<file path="config.mk">
export PLATFORM = sky130hd
export DESIGN_NAME = dscm_top
export DESIGN_NICKNAME = d
export VERILOG_FILES = /design/src/dscm_pkg.sv /design/src/dscm_top.sv /design/src/dscm_sync_edge.sv
export VERILOG_INCLUDE_DIRS = /design/src /design/src/src
export SDC_FILE = /design/constraint.sdc
export NUM_CORES = 1
export LEC_CHECK = 0
export BUFFER_PORTS_ARGS = -buffer_cell sky130_fd_sc_hd__buf_2
export CORE_MARGIN = 10
export CORE_UTILIZATION = 47
export DETAILED_ROUTE_END_ITERATION = 10
export GPL_ROUTABILITY_DRIVEN = 0
export HOLD_SLACK_MARGIN = 0.02
export PLACE_DENSITY_LB_ADDON = 0.15
export SYNTH_ARGS = -nofsm -noshare
export SYNTH_HDL_FRONTEND = slang
export SYNTH_HIERARCHICAL = 1
export SYNTH_SLANG_ARGS = --single-unit
</file>
<file path="constraint.sdc">
create_clock -name ref_clk -period 3 [get_ports ref_clk]
set_clock_uncertainty 0.2 [all_clocks]
set_input_delay 0.6 -clock ref_clk [delete_from_list [all_inputs] [get_ports ref_clk]]
set_output_delay 0.6 -clock ref_clk [all_outputs]
set_load 0.005 [all_outputs]
</file>
<file path="src/dscm_regs.svh">
// register offsets, field positions, reset values and timing counts
// assumes inclusion by the serial config monitor design files only
`ifndef DSCM_REGS_SVH
`define DSCM_REGS_SVH

// serial word layout
`define DSCM_WORD_BITS      24
`define DSCM_CNT_W          5
`define DSCM_ADDR_CTRL      6'h0C
`define DSCM_ADDR_MONSEL    6'h0D
`define DSCM_REGSEL_SFR     2'h0
`define DSCM_MON_TRISTATE   6'h3F

// control register fields
`define DSCM_CTRL_W         14
`define DSCM_CTRL_RST       14'h0000
`define DSCM_CR_REF_VAL     12
`define DSCM_CR_REF_INT     10
`define DSCM_CR_MON_EN      9
`define DSCM_MONSEL_RST     6'h3F

// wishbone byte offsets
`define DSCM_WB_CTRL        4'h0
`define DSCM_WB_MONSEL      4'h4
`define DSCM_WB_STATUS      4'h8
`define DSCM_WB_SOFTRST     4'hC

// status fields
`define DSCM_ST_POR_BUSY    0
`define DSCM_ST_CAL_DONE    1
`define DSCM_ST_FRAME       2
`define DSCM_ST_RB_PEND     3

// power-on reset timing
`define DSCM_POR_MS         10
`define DSCM_CLK_KHZ        100000
`define DSCM_POR_CYCLES     (`DSCM_POR_MS * `DSCM_CLK_KHZ)

`endif

</file>
<file path="src/dscm_pkg.sv">
// types shared by the serial config monitor design
// assumes dscm_regs.svh is on the include path
`include "dscm_regs.svh"

package dscm_pkg;

    typedef struct packed {
        logic       rd;
        logic       rsvd;
        logic [5:0] chan;
        logic [1:0] regsel;
        logic [13:0] data;
    } dscm_word_t;

    typedef enum logic [2:0] {
        DSCM_ST_IDLE  = 3'b001,
        DSCM_ST_SHIFT = 3'b010,
        DSCM_ST_FULL  = 3'b100
    } dscm_frame_t;

    typedef struct packed {
        logic sclk;
        logic sync_n;
        logic sdin;
    } dscm_pins_t;

endpackage

</file>
<file path="src/dscm_top.sv">
// serial host port, control register and monitor mux control of the dac
// assumes a 100 MHz ref_clk; the host link clock is oversampled
//
// The placing of the registers and register access over Wishbone were decided locally.
`timescale 1ns/1ps
`include "dscm_regs.svh"
module dscm_top #(
    parameter int unsigned POR_CYCLES = `DSCM_POR_CYCLES
) (
    // clock and reset
    input  wire logic        ref_clk,
    input  wire logic        rst_n,
    // serial host link
    input  wire logic        sclk,
    input  wire logic        sync_n,
    input  wire logic        sdin,
    output logic             sdout,
    output logic             sdout_oe,
    // wishbone slave
    input  wire logic        wb_cyc_i,
    input  wire logic        wb_stb_i,
    input  wire logic        wb_we_i,
    input  wire logic [3:0]  wb_adr_i,
    input  wire logic [3:0]  wb_sel_i,
    input  wire logic [31:0] wb_dat_i,
    output logic [31:0]      wb_dat_o,
    output logic             wb_ack_o,
    // reference and monitor controls
    output logic             ref_internal,
    output logic             ref_2v5,
    output logic [5:0]       monitor_channel,
    output logic             monitor_route_en,
    output logic             monitor_output_oe,
    // calibration
    output logic             cal_load,
    output logic             cal_done
);
    import dscm_pkg::*;

    function automatic logic is_sfr(input dscm_word_t w, input logic [5:0] a);
        is_sfr = !w.rd && w.regsel == `DSCM_REGSEL_SFR && w.chan == a;
    endfunction

    function automatic logic [13:0] lane_merge(input logic [13:0] old,
                                               input logic [31:0] nw,
                                               input logic [3:0]  sel);
        lane_merge = {sel[1] ? nw[13:8] : old[13:8],
                      sel[0] ? nw[7:0]  : old[7:0]};
    endfunction

    dscm_pins_t pins_in;
    dscm_pins_t pins_s;
    dscm_pins_t pins_rise;
    dscm_pins_t pins_fall;

    assign pins_in = '{sclk: sclk, sync_n: sync_n, sdin: sdin};

    dscm_sync_edge u_sync (
        .ref_clk   (ref_clk),
        .rst_n     (rst_n),
        .pins_in   (pins_in),
        .pins_s    (pins_s),
        .pins_rise (pins_rise),
        .pins_fall (pins_fall)
    );

    // power-on reset and calibration load
    logic [19:0] por_cnt_q;
    logic        por_busy_q;
    logic        cal_load_q;
    logic        cal_done_q;
    logic        soft_rst;
    wire         por_end = por_busy_q && por_cnt_q == 20'(POR_CYCLES - 1);

    always_ff @(posedge ref_clk or negedge rst_n) begin
        if (!rst_n) begin
            por_cnt_q  <= 20'h0_0000;
            por_busy_q <= 1'b1;
            cal_load_q <= 1'b0;
            cal_done_q <= 1'b0;
        end else if (soft_rst) begin
            por_cnt_q  <= 20'h0_0000;
            por_busy_q <= 1'b1;
            cal_load_q <= 1'b0;
            cal_done_q <= 1'b0;
        end else begin
            por_cnt_q  <= por_busy_q ? por_cnt_q + 20'h0_0001 : por_cnt_q;
            por_busy_q <= por_busy_q && !por_end;
            cal_load_q <= por_end;
            cal_done_q <= cal_done_q || por_end;
        end
    end

    // frame tracking and shifting
    dscm_frame_t frame_q;
    dscm_frame_t frame_d;
    logic [`DSCM_CNT_W-1:0] bit_cnt_q;
    logic [23:0] rx_q;
    logic [23:0] tx_q;
    logic        sdout_q;
    logic        word_done_q;

    wire frame_start = pins_fall.sync_n;
    wire frame_stop  = pins_rise.sync_n;
    wire take_bit    = frame_q == DSCM_ST_SHIFT && pins_fall.sclk;
    wire send_bit    = frame_q == DSCM_ST_SHIFT && pins_rise.sclk;
    wire last_bit    = bit_cnt_q == 5'(`DSCM_WORD_BITS - 1);

    always_comb begin
        case (frame_q)
            DSCM_ST_IDLE:  frame_d = frame_start ? DSCM_ST_SHIFT : DSCM_ST_IDLE;
            DSCM_ST_SHIFT: frame_d = frame_stop ? DSCM_ST_IDLE :
                                     (take_bit && last_bit) ? DSCM_ST_FULL :
                                     DSCM_ST_SHIFT;
            DSCM_ST_FULL:  frame_d = frame_stop ? DSCM_ST_IDLE : DSCM_ST_FULL;
            default:       frame_d = DSCM_ST_IDLE;
        endcase
    end

    // readback source selected by the previous read request
    logic       rb_pend_q;
    logic [5:0] rb_addr_q;
    logic [13:0] ctrl_q;
    logic [5:0]  monsel_q;
    wire [13:0] rb_data = rb_addr_q == `DSCM_ADDR_MONSEL ?
                          {8'h00, monsel_q} : ctrl_q;

    // a new falling sync always restarts, even mid-word
    always_ff @(posedge ref_clk or negedge rst_n) begin
        if (!rst_n) begin
            frame_q   <= DSCM_ST_IDLE;
            bit_cnt_q <= 5'h00;
            rx_q      <= 24'h00_0000;
            tx_q      <= 24'h00_0000;
            sdout_q   <= 1'b0;
        end else begin
            frame_q <= frame_d;
            if (frame_start) begin
                bit_cnt_q <= 5'h00;
                tx_q      <= rb_pend_q ? {rb_addr_q[5:0], 4'h0, rb_data} :
                             24'h00_0000;
            end else if (take_bit) begin
                bit_cnt_q <= bit_cnt_q + 5'h01;
                rx_q      <= {rx_q[22:0], pins_s.sdin};
            end
            if (send_bit) begin
                sdout_q <= tx_q[23];
                tx_q    <= {tx_q[22:0], 1'b0};
            end
        end
    end

    // word completes only when the last bit lands inside the frame
    always_ff @(posedge ref_clk or negedge rst_n) begin
        if (!rst_n) begin
            word_done_q <= 1'b0;
        end else begin
            word_done_q <= take_bit && last_bit && !frame_stop;
        end
    end

    dscm_word_t rx_word;
    assign rx_word = rx_q;
    // words arriving during power-on reset are dropped: calibration pending
    wire act       = word_done_q && !por_busy_q;
    wire ser_ctrl  = act && is_sfr(rx_word, `DSCM_ADDR_CTRL);
    wire ser_mon   = act && is_sfr(rx_word, `DSCM_ADDR_MONSEL);
    wire ser_read  = act && rx_word.rd;

    // wishbone decode
    wire wb_req    = wb_cyc_i && wb_stb_i && !wb_ack_o;
    // a write lands at the edge where the master sees ack high
    wire wb_wr     = wb_cyc_i && wb_stb_i && wb_ack_o && wb_we_i;
    wire wb_ctrl   = wb_wr && wb_adr_i == `DSCM_WB_CTRL;
    wire wb_mon    = wb_wr && wb_adr_i == `DSCM_WB_MONSEL;
    assign soft_rst = wb_wr && wb_adr_i == `DSCM_WB_SOFTRST && wb_sel_i[0]
                      && wb_dat_i[0];
    wire [31:0] status = {28'h000_0000, rb_pend_q, frame_q != DSCM_ST_IDLE,
                          cal_done_q, por_busy_q};
    wire [31:0] rd_mux = wb_adr_i == `DSCM_WB_CTRL   ? {18'h0_0000, ctrl_q} :
                         wb_adr_i == `DSCM_WB_MONSEL ? {26'h000_0000, monsel_q} :
                         wb_adr_i == `DSCM_WB_STATUS ? status : 32'h0000_0000;

    always_ff @(posedge ref_clk or negedge rst_n) begin
        if (!rst_n) begin
            wb_ack_o <= 1'b0;
            wb_dat_o <= 32'h0000_0000;
        end else begin
            wb_ack_o <= wb_req;
            wb_dat_o <= wb_req ? rd_mux : 32'h0000_0000;
        end
    end

    // control and monitor registers; serial write wins over the bus
    always_ff @(posedge ref_clk or negedge rst_n) begin
        if (!rst_n) begin
            ctrl_q    <= `DSCM_CTRL_RST;
            monsel_q  <= `DSCM_MONSEL_RST;
            rb_pend_q <= 1'b0;
            rb_addr_q <= 6'h00;
        end else if (soft_rst) begin
            ctrl_q    <= `DSCM_CTRL_RST;
            monsel_q  <= `DSCM_MONSEL_RST;
            rb_pend_q <= 1'b0;
        end else begin
            if (ser_ctrl)
                ctrl_q <= rx_word.data;
            else if (wb_ctrl)
                ctrl_q <= lane_merge(ctrl_q, wb_dat_i, wb_sel_i);
            if (ser_mon)
                monsel_q <= rx_word.data[5:0];
            else if (wb_mon && wb_sel_i[0])
                monsel_q <= wb_dat_i[5:0];
            if (ser_read) begin
                rb_pend_q <= 1'b1;
                rb_addr_q <= rx_word.chan;
            end else if (frame_start) begin
                rb_pend_q <= 1'b0;
            end
        end
    end

    // registered pin and control outputs
    logic ref_int_q;
    logic ref_2v5_q;
    logic mon_route_q;
    logic mon_oe_q;
    logic sdout_oe_q;
    logic sdout_o_q;
    logic [5:0] mon_chan_q;

    always_ff @(posedge ref_clk or negedge rst_n) begin
        if (!rst_n) begin
            ref_int_q   <= 1'b0;
            ref_2v5_q   <= 1'b0;
            mon_route_q <= 1'b0;
            mon_oe_q    <= 1'b0;
            mon_chan_q  <= `DSCM_MONSEL_RST;
            sdout_oe_q  <= 1'b0;
            sdout_o_q   <= 1'b0;
        end else begin
            ref_int_q   <= ctrl_q[`DSCM_CR_REF_INT];
            ref_2v5_q   <= ctrl_q[`DSCM_CR_REF_VAL];
            mon_route_q <= ctrl_q[`DSCM_CR_MON_EN];
            mon_oe_q    <= ctrl_q[`DSCM_CR_MON_EN] &&
                           monsel_q != `DSCM_MON_TRISTATE;
            mon_chan_q  <= monsel_q;
            sdout_oe_q  <= frame_d != DSCM_ST_IDLE;
            sdout_o_q   <= sdout_q;
        end
    end

    assign ref_internal      = ref_int_q;
    assign ref_2v5           = ref_2v5_q;
    assign monitor_channel   = mon_chan_q;
    assign monitor_route_en  = mon_route_q;
    assign monitor_output_oe = mon_oe_q;
    assign sdout             = sdout_o_q;
    assign sdout_oe          = sdout_oe_q;
    assign cal_load          = cal_load_q;
    assign cal_done          = cal_done_q;
endmodule

</file>
<file path="src/dscm_sync_edge.sv">
// two-flop synchroniser for the serial pins with edge detection
// assumes pins are asynchronous to ref_clk
`timescale 1ns/1ps
module dscm_sync_edge (
    // clock and reset
    input  wire logic              ref_clk,
    input  wire logic              rst_n,
    // raw pins and their synchronised view
    input  wire dscm_pkg::dscm_pins_t pins_in,
    output dscm_pkg::dscm_pins_t      pins_s,
    output dscm_pkg::dscm_pins_t      pins_rise,
    output dscm_pkg::dscm_pins_t      pins_fall
);
    import dscm_pkg::*;

    dscm_pins_t meta_q;
    dscm_pins_t sync_q;
    dscm_pins_t prev_q;

    // frame sync idles high, so it resets high to avoid a false start
    always_ff @(posedge ref_clk or negedge rst_n) begin
        if (!rst_n) begin
            meta_q <= 3'b010;
            sync_q <= 3'b010;
            prev_q <= 3'b010;
        end else begin
            meta_q <= pins_in;
            sync_q <= meta_q;
            prev_q <= sync_q;
        end
    end

    assign pins_s    = sync_q;
    assign pins_rise = sync_q & ~prev_q;
    assign pins_fall = ~sync_q & prev_q;
endmodule

</file>
==> results.txt, run 1 <==
Pre-CTS setup slack = 255 ps
Final net count = 659
Vias in the first global route = 4,337
Die height = 135 µm
First-pass GRT wire length = 21,900 µm
Final setup margin = 412 ps
Ports = 95
CTS root buf = clkbuf_16
Syn Inst Count = 542
Max Slew Vio Count = 0
Tightest Pin Transition = 1240 ps
Max incr delay on CP = 560 ps
CP endpoint kind = flop
Crit-path cells = or4_4 > nor4_1 > a31oi_1 > a222oi_1 > inv_1
Final setup vio count = 0
Commonest non-fill, non-tap cells in the layout = dfrtp_1, buf_2, nor2_1
IO Port Bufs = 56
Total power = 4.60 mW
DRC viols = 0
TNS Setup = 0 ps
Crit Path Class = flop to flop
Avg Cell Area, Syn = 11.4 µm²
Skew-Pair Late Insertion Delay = 420 ps
Peak VDD IR = 0.000532 V
Setup slack, reg-to-reg = 410 ps
Die area = 0.0181 mm²
Worst reg2reg path depth = 5
CTS sink count = 143
Core area = 0.0127 mm²
CP arrival = 2690 ps
RSZ-0062 raised after global routing = no
CTS max path bufs = 2
Largest net degree at the start of global routing = 56
Critical Path End = ctrl_q[0]
Antenna viol nets, final = 0
Ratio of cells with drive above 1 in the final layout = 0.259
Vias = 4,282
Status = completed
Max-Cap Viols = 0
Max_slew headroom = 0.163
Die W = 135 µm
DP Wirelength = 9200 µm
Reg2reg end = ctrl_q[0]
Crit start category = flop
Routed vias/inst = 5.39
Hold buffers post-CTS = 1
Most common cell after layout, fill and taps aside = dfrtp_1
Min cycle time layout = 2590 ps
Post-CTS setup buffers = 0
DR iter-0 viols = 368
Fin. Hold Viols = 0
Max Freq = 0.386 GHz
Core Util, Final = 0.574
Placed insts = 761
Max Fanout on Critical Path = 8
Crit-path slowest cell = or4_4
Final std cells w/o fill = 794
Clock-pin slew of the registers on the worst-case setup and hold paths = 60 ps
Initial antenna violation count = 0
Worst setup path startpoint = rx_q[23]
GRT Overall Usage = 0.151
Yosys warns = 6
Worst flop-to-flop path startpoint = rx_q[23]
Synthesized area = 0.00617 mm²
ANT cells = 0
Lkg Pwr = 3.66 nW
PostCTS Resize Cnt = 0
Num CTS Buffers = 17
Hold crit path type = primary input to flop
TritonCTS clock tree = done
DR WL/cell = 16.6 µm
Grt ovf = 0
Final WL = 13,200 µm
H-tree depth = 4
Initial Util = 0.485
Critical Path RT = 3100 ps
PD cells = 629 mW/mm²
DRT Pass-1 Iters = 6
Final period util = 0.863
Row cnt = 41
Layout overhead on the synthesized area = 18.4%
## per-stage QoR
step | hold slack (ps) | area, µm²
2_1_floorplan | 104 | 6230
3_3_place_gp | 137 | 6640
3_5_place_dp | 139 | 6640
4_1_cts | 62.1 | 7300
5_1_grt | 58.4 | 7300
6_report | 83.9 | 7300
## layout make-up
class                           count  area, µm²
Inverter                           16       60.1
Clock buffer                       23        468
Tap cell                          172        215
Multi-Input combinational cell    360       2350
Timing Repair Buffer               71        427
Clock inverter                      9        180
Sequential cell                   143       3600
Fill cell                        1098       5420
## routing by layer
metal,vias up,global-route usage,share of wire
met4,0,0.0532,0.010
li1,2022,-,-
met1,2136,0.185,0.45
met3,9,0.0508,0.059
met5,-,0,0
met2,115,0.243,0.48
## how the worst min path moves through the flow
stage	startpoint	end	slack, ps	cells after the start
detailed placement	u_sync/meta_q[0]	u_sync/pins_s[0]	140	0
global route	sync_n	u_sync/meta_q[1]	60	1
global placement	u_sync/meta_q[0]	u_sync/pins_s[0]	140	0
CTS	sync_n	u_sync/meta_q[1]	60	1
floorplan	rst_n	bit_cnt_q[0]	100	0
finish	sync_n	u_sync/meta_q[1]	80	1
## report_power, final
part / internal (mW) / switching (mW)
logic: 0.0919 / 0.133
registers: 2.01 / 0.0700
clock network: 1.52 / 0.767
total: 3.63 / 0.970
## sequential cells by signal, indices dropped and copies added, names as in the netlist, 2 cells and up
| register | flops |
|---|---|
| u_sync/pins_s | 3 |
| monsel_q | 6 |
| u_sync/prev_q | 2 |
| wb_dat_o | 14 |
| rx_q | 24 |
| u_sync/meta_q | 3 |
| monitor_channel | 6 |
| por_cnt_q | 20 |
| frame_q | 3 |
| ctrl_q | 14 |
| tx_q | 24 |
| bit_cnt_q | 5 |
| rb_addr_q | 6 |
## worst max-delay path, delay by kind of cell, from the launching register on
family          cells  cell delay [ps]
simple gates        2             1100
flops               1              390
compound gates      2              710
buf+inv             1               60
Power figures use the tool's default switching activity.
==> inputs of run 2 (changes only) <==
--- a/config.mk
+++ b/config.mk
@@ -13,6 +13,7 @@
 export GPL_ROUTABILITY_DRIVEN = 0
 export HOLD_SLACK_MARGIN = 0.02
 export PLACE_DENSITY_LB_ADDON = 0.15
+export RECOVER_POWER = 25
 export SYNTH_ARGS = -nofsm -noshare
 export SYNTH_HDL_FRONTEND = slang
 export SYNTH_HIERARCHICAL = 1
==> run 2 against run 1 <==
Core utilization is 0.089 points lower; final area is 0.15% lower; first-iteration DRC count is 0.27% higher; register-to-register slack hardly changed; sequential share of layout area is 0.076 points higher; via count is 0.19% higher.
==> results.txt, run 2 (same netlist as run 1, synthesis figures left out) <==
Status = completed
Core area = 0.0127 mm² (unchanged)
Placed insts = 761 (unchanged)
Hold crit path type = primary input to flop
Most common cell after layout, fill and taps aside = dfrtp_1
Die area = 0.0181 mm² (unchanged)
Fin Hold WS = 84.6 ps (+0.721 ps)
Ports = 95 (unchanged)
Max Slew Vio Count = 0 (unchanged)
Max Fanout on Critical Path = 8 (unchanged)
Total power = 4.59 mW (-0.12%)
Post-CTS setup buffers = 0 (unchanged)
GRT Overall Usage = 0.151 (unchanged)
Initial Util = 0.485 (unchanged)
Placed Area = 0.00664 mm² (unchanged)
ANT cells = 0 (unchanged)
Biggest regs = rx_q x24, tx_q x24, por_cnt_q x20
Vias = 4,290 (+0.19%)
Critical Path RT = 3100 ps (about the same)
Ratio of cells with drive above 1 in the final layout = 0.244 (-0.0145)
Final setup vio count = 0 (unchanged)
Final WL = 13,200 µm (-0.19%)
DR WL/cell = 16.6 µm (-0.19%)
Met3 Use GR = 0.0508 (unchanged)
PostCTS Resize Cnt = 0 (unchanged)
GRT busiest layer = met2
Crit start category = flop
Layout overhead on the synthesized area = 18.2%
Initial antenna violation count = 0 (unchanged)
DRC viols = 0 (unchanged)
TNS Setup = 0 ps (unchanged)
Die height = 135 µm (unchanged)
CTS sink count = 143 (unchanged)
CTS max path bufs = 2 (unchanged)
Core Util, Final = 0.573 (-0.000886)
Num CTS Buffers = 17 (unchanged)
CP arrival = 2690 ps (about the same)
Final period util = 0.864 (+0.00157)
CTS root buf = clkbuf_16
Tightest Pin Transition = 1380 ps (+138 ps)
Clock-pin slew of the registers on the worst-case setup and hold paths = 60 ps (about the same)
Row cnt = 41 (unchanged)
DRT Pass-1 Iters = 7 (+1)
Skew-Pair Late Insertion Delay = 420 ps (about the same)
Final std cells w/o fill = 794 (unchanged)
First-pass GRT wire length = 21,900 µm (unchanged)
Pre-CTS setup slack = 255 ps (unchanged)
Final setup margin = 407 ps (-4.70 ps)
DR iter-0 viols = 369 (+0.27%)
IO Port Bufs = 56 (unchanged)
CP endpoint kind = flop
Fin. Hold Viols = 0 (unchanged)
Largest net degree at the start of global routing = 56 (unchanged)
Hold buffers post-CTS = 1 (unchanged)
TritonCTS clock tree = done
Max_slew headroom = 0.0830 (-0.0801)
GRT met2 Usage = 0.243 (unchanged)
Min cycle time layout = 2590 ps (+4.70 ps)
H-tree depth = 4 (unchanged)
Max-Cap Viols = 0 (unchanged)
PD cells = 630 mW/mm² (about the same)
Lkg Pwr = 3.65 nW (-0.19%)
Crit Path Class = flop to flop
Max Freq = 0.386 GHz (-0.18%)
GRT met1 Usage = 0.185 (unchanged)
Grt ovf = 0 (unchanged)
DP Wirelength = 9200 µm (unchanged)
Final instance area = 0.00729 mm² (-0.15%)
Vias in the first global route = 4,337 (unchanged)
Routed vias/inst = 5.40 (+0.19%)
Final net count = 659 (unchanged)
Die W = 135 µm (unchanged)
RSZ-0062 raised after global routing = no
Commonest non-fill, non-tap cells in the layout = dfrtp_1, buf_2, nor2_1
Antenna viol nets, final = 0 (unchanged)
Peak VDD IR = 0.000532 V (about the same)
-- run 2: per-layer routing --
metal  share of wire  vias up
met5               0        -
met4          0.0093        0
met3           0.057       10
met2            0.49      121
met1            0.45     2140
li1                -     2019
-- run 2: final cells by class --
type	instances	area, µm²
inverters	16	60.1
well taps	172	215
repair buffers	71	415
flip-flops and latches	143	3600
clock buffers	23	468
multi-input cells	360	2350
clock inverters	9	180
fillers	1100	5430
-- run 2: worst paths after layout --
| check | from | end | slack [ps] | depth (start not counted) |
|---|---|---|---|---|
| worst max-delay path | rx_q[23] | ctrl_q[0] | 410 | 5 |
| worst min-delay path | sync_n | u_sync/meta_q[1] | 80 | 1 |
| worst max register to register | rx_q[23] | ctrl_q[0] | 410 | 5 |
| worst min register to register | u_sync/meta_q[0] | u_sync/pins_s[0] | 150 | 0 |
| max in group asynchronous | rst_n | u_sync/prev_q[1] | 810 | 3 |
| min in group asynchronous | rst_n | rx_q[4] | 860 | 2 |
-- run 2: worst max-delay path, cell delays in order, from the launching register on --
cell      delay (ps)
dfrtp_1          390
or4_4            560
nor4_1           540
a31oi_1          290
a222oi_1         420
inv_1             60
-- run 2: report_power, final --
group	leakage [nW]	internal, mW	total, mW	switching (mW)
Clock	0.312	1.52	2.29	0.766
Sequential	1.91	2.01	2.08	0.0697
Combinational	1.43	0.0908	0.224	0.133
